File: config.mk
export PLATFORM = sky130hd
export DESIGN_NAME = nvc_host
export DESIGN_NICKNAME = d
export VERILOG_FILES = /design/src/nvc_pkg.sv /design/src/nvc_cyc_if.sv /design/src/nvc_strobe.sv /design/src/nvc_host.sv
export SDC_FILE = /design/constraint.sdc
export NUM_CORES = 1
export LEC_CHECK = 0
export BUFFER_PORTS_ARGS = -buffer_cell sky130_fd_sc_hd__buf_2
export CAP_MARGIN = 20
export CORE_MARGIN = 8
export CORE_UTILIZATION = 55
export CTS_CLUSTER_SIZE = 30
export DETAILED_ROUTE_END_ITERATION = 12
export HOLD_SLACK_MARGIN = 0.08
export PLACE_DENSITY = 0.79
export SLEW_MARGIN = 40
export SYNTH_ARGS = -nofsm -noshare
export SYNTH_HDL_FRONTEND = slang
export SYNTH_HIERARCHICAL = 1
export SYNTH_SLANG_ARGS = --single-unit
export TNS_END_PERCENT = 5
File: constraint.sdc
create_clock -name core_clk -period 5.3 [get_ports core_clk]
set_clock_uncertainty 0.1 [all_clocks]
set_input_delay 0.795 -clock core_clk [delete_from_list [all_inputs] [get_ports core_clk]]
set_output_delay 0.795 -clock core_clk [all_outputs]
set_load 0.01 [all_outputs]
File: src/nvc_pkg.sv
// package for the host-side controller of a nonvolatile static memory port
// assumes a single 250 MHz core clock
package nvc_pkg;
    localparam int CLK_PERIOD_PS       = 4000;
    localparam int ADDR_W              = 20;
    localparam int DATA_W              = 16;
    // device timing figures in their own units
    localparam int T_CYCLE_NS          = 25;    // read and write cycle time
    localparam int T_WRITE_PULSE_NS    = 20;    // write strobe low time
    localparam int T_DATA_HOLD_NS      = 4;     // strobe-off to bus release margin
    localparam int T_GRACE_NS          = 25;    // write_completion_grace
    localparam int T_RESTORE_MS        = 30;    // power_up_restore_time
    localparam int T_SLEEP_ENTRY_MS    = 8;     // sleep_entry_time
    localparam int T_SLEEP_EXIT_MS     = 30;    // sleep_exit_time
    localparam int T_ZZ_LOW_NS         = 50;    // least sleep pin low time
    localparam int T_STORE_PULSE_NS    = 15;    // least store request pulse
    localparam int T_STORE_MS          = 8;     // store cycle duration
    // derived cycle counts: least times round up
    localparam int CYC_CYCLE   = (T_CYCLE_NS * 1000 + CLK_PERIOD_PS - 1) / CLK_PERIOD_PS;
    localparam int CYC_WPULSE  = (T_WRITE_PULSE_NS * 1000 + CLK_PERIOD_PS - 1) / CLK_PERIOD_PS;
    localparam int CYC_HOLD    = (T_DATA_HOLD_NS * 1000 + CLK_PERIOD_PS - 1) / CLK_PERIOD_PS;
    localparam int CYC_ZZ_LOW  = (T_ZZ_LOW_NS * 1000 + CLK_PERIOD_PS - 1) / CLK_PERIOD_PS;
    localparam int CYC_SPULSE  = (T_STORE_PULSE_NS * 1000 + CLK_PERIOD_PS - 1) / CLK_PERIOD_PS;
    localparam int CYC_GRACE   = (T_GRACE_NS * 1000 + CLK_PERIOD_PS - 1) / CLK_PERIOD_PS;
    localparam longint CYC_PER_MS = 64'd1000000000 / CLK_PERIOD_PS;
    localparam int CYC_RESTORE_DEF = int'(T_RESTORE_MS * CYC_PER_MS);
    localparam int CYC_SLEEP_DEF   = int'(T_SLEEP_ENTRY_MS * CYC_PER_MS);
    localparam int CYC_WAKE_DEF    = int'(T_SLEEP_EXIT_MS * CYC_PER_MS);
    localparam int CYC_STORE_DEF   = int'(T_STORE_MS * CYC_PER_MS);
    localparam int CNT_W = 24;
    // request opcodes
    localparam logic [1:0] OP_READ  = 2'h0;
    localparam logic [1:0] OP_WRITE = 2'h1;
    localparam logic [1:0] OP_STORE = 2'h2;
    localparam logic [1:0] OP_SLEEP = 2'h3;

    typedef enum logic [6:0] {
        NVC_BOOT   = 7'h01,
        NVC_IDLE   = 7'h02,
        NVC_ACCESS = 7'h04,
        NVC_STORE  = 7'h08,
        NVC_SLEEP  = 7'h10,
        NVC_WAKE   = 7'h20,
        NVC_ZZLOW  = 7'h40
    } nvc_state_e;
endpackage

File: src/nvc_cyc_if.sv
// carries one array cycle request from the sequencer to the strobe engine
// assumes both ends share core_clk
`timescale 1ns/1ps
interface nvc_cyc_if;
    import nvc_pkg::*;
    logic              start;
    logic              wr;
    logic [ADDR_W-1:0] addr;
    logic [DATA_W-1:0] wdata;
    logic [1:0]        be_n;
    logic              busy;
    logic              done;
    logic [DATA_W-1:0] rdata;
    modport seq (output start, wr, addr, wdata, be_n, input busy, done, rdata);
    modport eng (input start, wr, addr, wdata, be_n, output busy, done, rdata);
endinterface

File: src/nvc_strobe.sv
// strobe engine: drives one read or write cycle on the memory pins
// assumes the sequencer starts a cycle only while busy is low
`timescale 1ns/1ps
module nvc_strobe
    import nvc_pkg::*;
(
    // clock and reset
    input  wire logic              core_clk,
    input  wire logic              rst,
    // cycle request
    nvc_cyc_if.eng                 cyc,
    // memory strobes
    output logic                   select_low_active,
    output logic                   select_high_active,
    output logic                   write_n,
    output logic                   out_en_n,
    output logic                   lower_byte_sel_n,
    output logic                   upper_byte_sel_n,
    output logic [ADDR_W-1:0]      addr,
    output logic [DATA_W-1:0]      dq_out,
    output logic                   dq_oe_n,
    input  wire logic [DATA_W-1:0] dq_in
);
    logic [7:0]        cnt, next_cnt;
    logic              act, next_act, wr, next_wr;
    logic              sel, next_sel, we, next_we, oe, next_oe, drv, next_drv;
    logic [1:0]        be, next_be;
    logic [ADDR_W-1:0] next_addr;
    logic [DATA_W-1:0] next_dq_out, rd, next_rd;
    logic              dn, next_dn;
    logic [DATA_W-1:0] s1, s2, s3;

    // pin input through three flops; value taken when the last two agree
    always_ff @(posedge core_clk or posedge rst)
        if (rst)
        begin
            s1 <= '0;
            s2 <= '0;
            s3 <= '0;
        end
        else
        begin
            s1 <= dq_in;
            s2 <= s1;
            s3 <= s2;
        end

    always_comb
    begin
        next_cnt = cnt;
        next_act = act;
        next_wr = wr;
        next_sel = sel;
        next_we = we;
        next_oe = oe;
        next_drv = drv;
        next_be = be;
        next_addr = addr;
        next_dq_out = dq_out;
        next_rd = rd;
        next_dn = 1'b0;
        if (!act && cyc.start)
        begin
            // select goes active with write high; write strobe falls later
            next_act = 1'b1;
            next_wr = cyc.wr;
            next_addr = cyc.addr;
            next_be = cyc.be_n;
            next_dq_out = cyc.wdata;
            next_sel = 1'b1;
            next_oe = !cyc.wr;
            next_drv = cyc.wr;
            next_cnt = 8'h00;
        end
        else if (act)
        begin
            next_cnt = cnt + 8'h01;
            if (wr && cnt == 8'h00)
                next_we = 1'b1;
            if (wr && cnt == 8'(CYC_WPULSE))
                next_we = 1'b0;
            if (!wr && cnt == 8'(CYC_CYCLE + 2) && s2 == s3)
                next_rd = s3;
            if (cnt == 8'(CYC_CYCLE + 2))
            begin
                next_sel = 1'b0;
                next_oe = 1'b0;
                next_be = 2'h3;
            end
            if (cnt == 8'(CYC_CYCLE + 2 + CYC_HOLD))
            begin
                next_drv = 1'b0;
                next_act = 1'b0;
                next_dn = 1'b1;
            end
        end
    end

    always_ff @(posedge core_clk or posedge rst)
        if (rst)
        begin
            cnt <= 8'h00;
            act <= 1'b0;
            wr <= 1'b0;
            sel <= 1'b0;
            we <= 1'b0;
            oe <= 1'b0;
            drv <= 1'b0;
            be <= 2'h3;
            addr <= '0;
            dq_out <= '0;
            rd <= '0;
            dn <= 1'b0;
        end
        else
        begin
            cnt <= next_cnt;
            act <= next_act;
            wr <= next_wr;
            sel <= next_sel;
            we <= next_we;
            oe <= next_oe;
            drv <= next_drv;
            be <= next_be;
            addr <= next_addr;
            dq_out <= next_dq_out;
            rd <= next_rd;
            dn <= next_dn;
        end

    // reads never lower the write strobe
    assign write_n = !(we && wr);
    assign select_low_active = !sel;
    assign select_high_active = sel;
    assign out_en_n = !oe;
    assign lower_byte_sel_n = be[0];
    assign upper_byte_sel_n = be[1];
    assign dq_oe_n = !drv;
    assign cyc.busy = act;
    assign cyc.done = dn;
    assign cyc.rdata = rd;
endmodule // nvc_strobe

File: src/nvc_host.sv
// host controller for a nonvolatile static memory: array cycles, pin store, sleep
// assumes power_good comes from a supply monitor outside, asynchronous to core_clk
// What this block does
// - write strobe stays high throughout every read access
// - store request line stays high during ordinary reads and writes
// - host waits 30 ms after sleep pin high before first access
// - host may lower sleep pin right after its last write
`timescale 1ns/1ps
module nvc_host
    import nvc_pkg::*;
#(
    parameter int RESTORE_CYC = CYC_RESTORE_DEF,
    parameter int SLEEP_CYC   = CYC_SLEEP_DEF,
    parameter int WAKE_CYC    = CYC_WAKE_DEF,
    parameter int STORE_CYC   = CYC_STORE_DEF
)
(
    // clock and reset
    input  wire logic              core_clk,
    input  wire logic              rst,
    // user request
    input  wire logic              req_valid,
    output logic                   req_ready,
    input  wire logic [1:0]        req_op,
    input  wire logic [ADDR_W-1:0] req_addr,
    input  wire logic [DATA_W-1:0] req_wdata,
    input  wire logic [1:0]        req_be_n,
    output logic                   rsp_valid,
    output logic [DATA_W-1:0]      rsp_rdata,
    output logic                   asleep,
    input  wire logic              wake,
    // supply monitor
    input  wire logic              power_good,
    // memory pins
    output logic                   select_low_active,
    output logic                   select_high_active,
    output logic                   write_n,
    output logic                   out_en_n,
    output logic                   lower_byte_sel_n,
    output logic                   upper_byte_sel_n,
    output logic [ADDR_W-1:0]      mem_addr,
    output logic [DATA_W-1:0]      dq_out,
    output logic                   dq_oe_n,
    input  wire logic [DATA_W-1:0] dq_in,
    output logic                   hw_store_request_n_out,
    output logic                   hw_store_request_n_oe_n,
    input  wire logic              hw_store_request_n_in,
    output logic                   sleep_request_n
);
    nvc_cyc_if cyc ();

    nvc_state_e     state, next_state;
    logic [CNT_W-1:0] cnt, next_cnt;
    logic           pg1, pg2, pg3, pg_ok, next_pg_ok;
    logic           hs1, hs2, hs3, hs_hi, next_hs_hi;
    logic           rsp_v, next_rsp_v;
    logic           sreq, next_sreq;
    logic           zz, next_zz;
    logic           rd_pend, next_rd_pend;
    logic           go, go_wr;

    nvc_strobe u_strobe (
        .core_clk           (core_clk),
        .rst                (rst),
        .cyc                (cyc),
        .select_low_active  (select_low_active),
        .select_high_active (select_high_active),
        .write_n            (write_n),
        .out_en_n           (out_en_n),
        .lower_byte_sel_n   (lower_byte_sel_n),
        .upper_byte_sel_n   (upper_byte_sel_n),
        .addr               (mem_addr),
        .dq_out             (dq_out),
        .dq_oe_n            (dq_oe_n),
        .dq_in              (dq_in)
    );

    // pin and monitor inputs through three flops
    always_ff @(posedge core_clk or posedge rst)
        if (rst)
        begin
            pg1 <= 1'b0;
            pg2 <= 1'b0;
            pg3 <= 1'b0;
            hs1 <= 1'b1;
            hs2 <= 1'b1;
            hs3 <= 1'b1;
        end
        else
        begin
            pg1 <= power_good;
            pg2 <= pg1;
            pg3 <= pg2;
            hs1 <= hw_store_request_n_in;
            hs2 <= hs1;
            hs3 <= hs2;
        end

    // ready only when the device is known to take accesses
    assign req_ready = (state == NVC_IDLE) && pg_ok && hs_hi && !cyc.busy;
    assign go = req_valid && req_ready;
    assign go_wr = req_op == OP_WRITE;
    assign cyc.start = go && (req_op == OP_READ || go_wr);
    assign cyc.wr = go_wr;
    assign cyc.addr = req_addr;
    assign cyc.wdata = req_wdata;
    assign cyc.be_n = req_be_n;

    always_comb
    begin
        next_state = state;
        next_cnt = cnt;
        next_pg_ok = pg_ok;
        next_hs_hi = hs_hi;
        next_rsp_v = 1'b0;
        next_sreq = sreq;
        next_zz = zz;
        next_rd_pend = rd_pend;
        if (pg2 == pg3)
            next_pg_ok = pg3;
        if (hs2 == hs3)
            next_hs_hi = hs3;
        // answer only a read; req_op may already name the next request
        if (cyc.done && rd_pend)
            next_rsp_v = 1'b1;
        if (cyc.start)
            next_rd_pend = !go_wr;
        case (state)
            NVC_BOOT:
            begin
                // wait out power-up restore once supply is good
                if (!pg_ok)
                    next_cnt = '0;
                else if (cnt >= CNT_W'(RESTORE_CYC))
                    next_state = NVC_IDLE;
                else
                    next_cnt = cnt + 1'b1;
            end
            NVC_IDLE:
            begin
                next_cnt = '0;
                if (!pg_ok)
                    next_state = NVC_BOOT;
                else if (go && req_op == OP_STORE)
                begin
                    next_sreq = 1'b1;
                    next_state = NVC_STORE;
                end
                else if (go && req_op == OP_SLEEP)
                begin
                    next_zz = 1'b1;
                    next_state = NVC_ZZLOW;
                end
            end
            NVC_STORE:
            begin
                // pulse the store pin then wait; store may be skipped by the device
                next_cnt = cnt + 1'b1;
                if (cnt == CNT_W'(CYC_SPULSE + CYC_GRACE))
                    next_sreq = 1'b0;
                if (cnt >= CNT_W'(STORE_CYC) || (!sreq && hs_hi && cnt > CNT_W'(CYC_SPULSE + CYC_GRACE + 4)))
                    next_state = NVC_IDLE;
            end
            NVC_ZZLOW:
            begin
                next_cnt = cnt + 1'b1;
                if (cnt >= CNT_W'(SLEEP_CYC) && cnt >= CNT_W'(CYC_ZZ_LOW))
                begin
                    next_cnt = '0;
                    next_state = NVC_SLEEP;
                end
            end
            NVC_SLEEP:
                if (wake)
                begin
                    next_zz = 1'b0;
                    next_state = NVC_WAKE;
                end
            NVC_WAKE:
            begin
                next_cnt = cnt + 1'b1;
                if (cnt >= CNT_W'(WAKE_CYC))
                    next_state = NVC_IDLE;
            end
            default:
                next_state = NVC_BOOT;
        endcase
    end

    always_ff @(posedge core_clk or posedge rst)
        if (rst)
        begin
            state <= NVC_BOOT;
            cnt <= '0;
            pg_ok <= 1'b0;
            hs_hi <= 1'b1;
            rsp_v <= 1'b0;
            sreq <= 1'b0;
            zz <= 1'b0;
            rd_pend <= 1'b0;
        end
        else
        begin
            state <= next_state;
            cnt <= next_cnt;
            pg_ok <= next_pg_ok;
            hs_hi <= next_hs_hi;
            rsp_v <= next_rsp_v;
            sreq <= next_sreq;
            zz <= next_zz;
            rd_pend <= next_rd_pend;
        end

    // store pin is released (pulled high) except during a store pulse
    assign hw_store_request_n_out = 1'b0;
    assign hw_store_request_n_oe_n = !sreq;
    assign sleep_request_n = !zz;
    assign rsp_valid = rsp_v;
    assign rsp_rdata = cyc.rdata;
    assign asleep = state == NVC_SLEEP;
endmodule // nvc_host

Word level (Yosys, flattened, before mapping):

Index checks and enable logic that the tools add are counted.

* bits in registers: 160
* bits of input ports: 62
* output and inout port bits: 65
* word-level logic and storage cells: 152

* add/subtract/negate cells: 2
* $lt $le $gt $ge: 4
* equal/unequal tests: 27
* muxes and demuxes: 43
* bitwise gates (word level): 1
* reductions and logical operators: 46

Operators with widths (number)
* $pmux 24 s4: 1
* $mux 24: 3
* $mux 7: 8
* $pmux 7 s6: 1
* $add 24x1->24 const B: 1
* $eq 24x4->1 const B: 1
* $ge 24x21->1 const B: 1
* $ge 24x23->1 const B: 1
* $ge 24x4->1 const B: 1
* $gt 24x4->1 const B: 1
* $mux 1: 23
* $logic_and 1x1->1: 17
* $eq 16x16->1: 1
* $eq 8x4->1 const B: 2
* $mux 8: 2
* $ne 2x2->1 const B: 6
* $reduce_bool 2->1: 6
* $reduce_and 5->1: 2
* $logic_not 1->1: 9
* $add 8x1->8 const B: 1
* $eq 8x3->1 const B: 1
* $logic_not 8->1: 1
* $eq 7x1->1 const B: 1
* $eq 7x2->1 const B: 1
* other kinds (20): 31

Logic depth before layout (Yosys ltp):

* word-level depth: 10
* gate-level depth with buffers: 11
* mapped depth without buffers: 8

Hierarchy:

The synthesis kept the hierarchy.

Modules (own cells, without submodules)
* nvc_strobe: times used 1, cells each 342, area each 4141.5 um^2, sequential area each 2930.3 um^2
* nvc_host: times used 1, cells each 273, area each 2503.7 um^2, sequential area each 1057.3 um^2

Worst setup path after synthesis:

No wires, ideal clock.

* kind: register to register
* start point: register state[0]
* end point: register u_strobe.drv
* library setup time: 0.095 ns
* data arrival time: 2.355 ns
* data required time: 5.105 ns
* path slack: 2.749 ns
* cell stages (with the launch flop): 12
* buffers on the path: 3
* clock period less this slack: 2.551 ns
* cell sequence: dfstp_2 clkbuf_1 nor2_1 nand4b_1 or2_2 nor2b_1 nor2b_1 nor2b_1 clkbuf_1 clkbuf_1 nand2_1 o31ai_1

* cells in the longest elaborated chain, start to end: 9
* elaborated cells between the ends (all ways): 11
* classes of those cells: eq/ne: 1; mux: 1; reduce/logical: 9

Ends and longest elaborated chain
* start: declaration: RTL line nvc_host.sv:52 `nvc_state_e state, next_state;`
* start signal: assignment: RTL line nvc_host.sv:204 `state <= next_state;`
* $eq 7x2->1 (*): RTL line nvc_host.sv:100 `assign req_ready = (state == NVC_IDLE) && pg_ok && hs_hi && !cyc.busy;`
* $logic_and 1x1->1 (*) (3 in a row): RTL line nvc_host.sv:100
* $logic_and 1x1->1 (*): RTL line nvc_host.sv:101 `assign go = req_valid && req_ready;`
* $logic_and 1x1->1 (*): RTL line nvc_host.sv:103 `assign cyc.start = go && (req_op == OP_READ || go_wr);`
* via cyc.start: RTL line nvc_cyc_if.sv:6 `logic start;`
* $logic_and 1x1->1 (*): RTL line nvc_strobe.sv:62 `if (!act && cyc.start)`
* $reduce_bool 2->1 (no line)
* $reduce_and 2->1 (no line)
* end signal: assignment: RTL line nvc_strobe.sv:123 `drv <= next_drv;`
* end: declaration: RTL line nvc_strobe.sv:26 `logic sel, next_sel, we, next_we, oe, next_oe, drv, next_drv;`

The timed path passes the listed nets; every way through them passes the cells marked *.
A chain may end at the register's enable or synchronous reset.

==> reports/qor.yml <==
outcome:
  status: "finished, final reports clean"
logic_synthesis:
  syn-instance-count: 615
  syn_area_sq_um: 6650
  ys_types: 64
  async_reset_ff_share_pct: 100
  postSynthRegisterBits: 159
  synthFlopType: "dfrtp_1"
  avgSynthCellArea_sq_um: 10.8
  syn_nets: 683
  yosysTopAreaCell: "dfrtp_1"
  yosysSeqAreaShare_pct: 60.0
  synth_top_area_share_pct: 57.2
  synth_edf_count: 0
  ys_top_cells_by_area: "dfrtp_1 57%, nand2_1 8.2%, mux2_2 3.1%"
  synth_warnings: 6
placement:
  hpwl_um: 10500
  place_area_sq_um: 7400
  numPortBuffers: 125
  dp_slack_ns: 2.29
  gp_congestion: 0.900
  place_inst: 870
clock_tree:
  clock_latency_ns: 0.43
  hold_buffers: 0
  cts.sinks: 159
  post-cts-setup-buffers: 0
  root_buffer: "clkbuf_16"
  cts.clk_slew.worst_paths_ns: 0.06
  cts_tree: "yes"
  clk_path_buf_depth: 2
  numCtsBuffers: 17
  ctsResizeCount: 0
  htree_num_levels: 4
final_layout:
  drive_gt1_share_pct: 27.2
  area_delta_synth_final_pct: 20.0
  design_area_sq_um: 7980
  n_antenna_cell: 0
  fillers: 868
  fin_nets: 810
  finalNonFillerCells: 901
sta:
  slew_viol_final: 0
  rsz0062_at_grt: "false"
  tightest_slew_ns: 0.790
  fmax_mhz: 327
  period_needed_ns: 3.06
  hold_viol_final: 0
  timing.setup.tns_ns: 0
  final.setup.worst_slack_ns: 2.24
  period_share_pct: 57.8
  setup_viol: 0
  maxSlewHeadroom_pct: 46.8
detailed_routing:
  drc: 0
  routed_via_density: 5.64
  drtPass1Iterations: 5
  postRouteAntennaNets: 0
  drt-initial-drc-count: 548
  vias: 5080
  drt-total-wl_um: 15300
  wire_per_inst_um: 17.0
grt:
  grt.overflow.total: 0
  grt_max_degree: 68
  antenna_found_initial: 0
  grt_pass1_vias: 5243
  grt_use_total_pct: 20.2
  grt_pass1_wl_um: 25700
die:
  rows: 40
  initial_core_util_pct: 55.8
  die_area_sq_um: 15900
  dieWidth_um: 126
  die_h_um: 126
  boundaryPins: 127
  core-area_sq_um: 11900
setup_path:
  crit_type: "flip-flop to flip-flop"
  arrival_ns: 3.26
  worst-r2r-setup-slack_ns: 2.24
  r2r-start: "cnt[18]$_DFFE_PP0P_"
  critPathLaunchType: "flip-flop"
  reg2reg_depth: 6
  cp_max_fo: 16
  worstPathRequired_ns: 5.50
  critPathCaptureType: "flip-flop"
  r2r-end: "cnt[7]$_DFFE_PP0P_"
min_path:
  hp-start: "u_strobe/s1[15]$_DFF_PP0_"
  holdPathStages: 0
  min_to: "u_strobe/s2[15]$_DFF_PP0_"
  hold_path_class: "flip-flop to flip-flop"
power:
  power_leakage_nw: 4.01
  p_int_mw: 1.97
  p_per_area_nw_per_um2: 317
  power_switching_mw: 0.563
  pwr-share-seq_pct: 49.9
  ir_drop_mv: 0.247
  pwr-share-clk_pct: 46.4
  p_sw_share_pct: 22.3
  combinationalPowerShare_pct: 3.7
flow_run:
  cap_viol_max_count: 0
==> kinds of logic after synthesis <==
group	synth area share, %
muxes	3.65
and+or+nand+nor	20.3
other	0.0564
DFF	60.0
adders and majority gates	1.43
xor gates and xnor gates	2.77
AOI/OAI and AO/OA	8.98
buffers and inverters	2.82
==> sequential cells by signal (all words and copies together), names as in the netlist, 2 cells and up <==
register / cells
u_strobe/cyc.rdata: 16
u_strobe/be: 2
u_strobe/s2: 16
u_strobe/s3: 16
u_strobe/s1: 16
u_strobe/dq_out: 16
state: 6
u_strobe/cnt: 8
u_strobe/addr: 20
cnt: 24
==> layer usage <==
metal	global-route usage (%)	vias up	routed length [um]
met3	7.89	30	1140
li1	-	2378	-
met2	33.2	193	7700
met1	23.3	2479	6140
met5	0	-	0
met4	7.78	0	338
==> worst max-delay path: stages (launching register included) <==
cell and delay (ns):
dfrtp_1 0.43, or4b_1 0.57, nor4_1 0.29, a31oi_1 0.22, a211oi_4 0.66, nor2_2 0.29, a221o_1 0.37
==> stage by stage <==
step / util [%] / total power, mW / hold slack, ns
after floorplan: - / 1.33 / 0.231
after global routing: 67.0 / 2.62 / 0.254
after global placement: 62.0 / 1.37 / 0.234
after CTS: 66.9 / 2.56 / 0.250
final: 67.0 / 2.53 / 0.248
after detailed placement: 62.1 / 1.38 / 0.236
==> worst max path at each step <==
| stage | from | slack, ns | cells after the start | end |
|---|---|---|---|---|
| 4_1_cts | cnt[18]$_DFFE_PP0P_ | 2.25 | 6 | cnt[7]$_DFFE_PP0P_ |
| 3_3_place_gp | cnt[18]$_DFFE_PP0P_ | 2.39 | 6 | cnt[7]$_DFFE_PP0P_ |
| 2_1_floorplan | rst | 1.31 | 1 | u_strobe/addr[0]$_DFFE_PP0P_ |
| 3_5_place_dp | cnt[18]$_DFFE_PP0P_ | 2.29 | 6 | cnt[7]$_DFFE_PP0P_ |
| 6_report | cnt[18]$_DFFE_PP0P_ | 2.24 | 6 | cnt[7]$_DFFE_PP0P_ |
| 5_1_grt | state[5]$_DFFE_PP0P_ | 1.97 | 9 | u_strobe/addr[8]$_DFFE_PP0P_ |
==> power groups by stage <==
stage	Clock, mW	Combinational [mW]	Sequential, mW
2_1_floorplan	0	0.0573	1.28
3_3_place_gp	0	0.0913	1.28
3_5_place_dp	0	0.0952	1.28
4_1_cts	1.20	0.0966	1.26
5_1_grt	1.25	0.108	1.26
6_report	1.17	0.0945	1.26
==> area by class of cell <==
class,count,area [sq um],area share (%)
tap,147,184,2.31
clock inverter,10,104,1.30
clock buffer,21,470,5.90
multi-input combinational,412,2470,31.0
sequential,159,3990,50.0
timing repair buffer,131,674,8.45
inverter,21,83.8,1.05
==> synthesized netlist by cell type, types with 12 or more instances <==
| cell | instances |
|---|---|
| nor4_1 | 15 |
| a22o_1 | 12 |
| mux2_2 | 18 |
| xor2_1 | 14 |
| nor2_1 | 24 |
| nor3_1 | 13 |
| nand3_1 | 28 |
| inv_1 | 21 |
| o21ai_0 | 26 |
| clkbuf_1 | 17 |
| dfrtp_1 | 152 |
| nand2_1 | 146 |
==> placed cells by master, fill, tap and decap left out, types with 3 or more instances in the layout <==
master / instances
o22ai_1: 5
a21oi_1: 9
o311ai_1: 5
inv_6: 4
ha_1: 6
clkinvlp_4: 3
mux2_2: 18
clkbuf_16: 17
nor4_1: 15
a2bb2oi_1: 3
nor2_1: 24
nand3_1: 28
and3_1: 5
xnor2_1: 7
nor2b_1: 7
nand2_1: 146
xor2_1: 14
a22o_1: 12
buf_4: 5
mux2i_1: 4
nor3_1: 13
inv_1: 20
a21o_1: 3
o211ai_1: 3
buf_2: 125
dfrtp_1: 152
or3_1: 3
clkbuf_8: 3
nand4_1: 6
o31ai_1: 4
nand4b_1: 4
and2_1: 3
o21ai_0: 26
dfstp_2: 7
(Power assumes the default switching activity.)
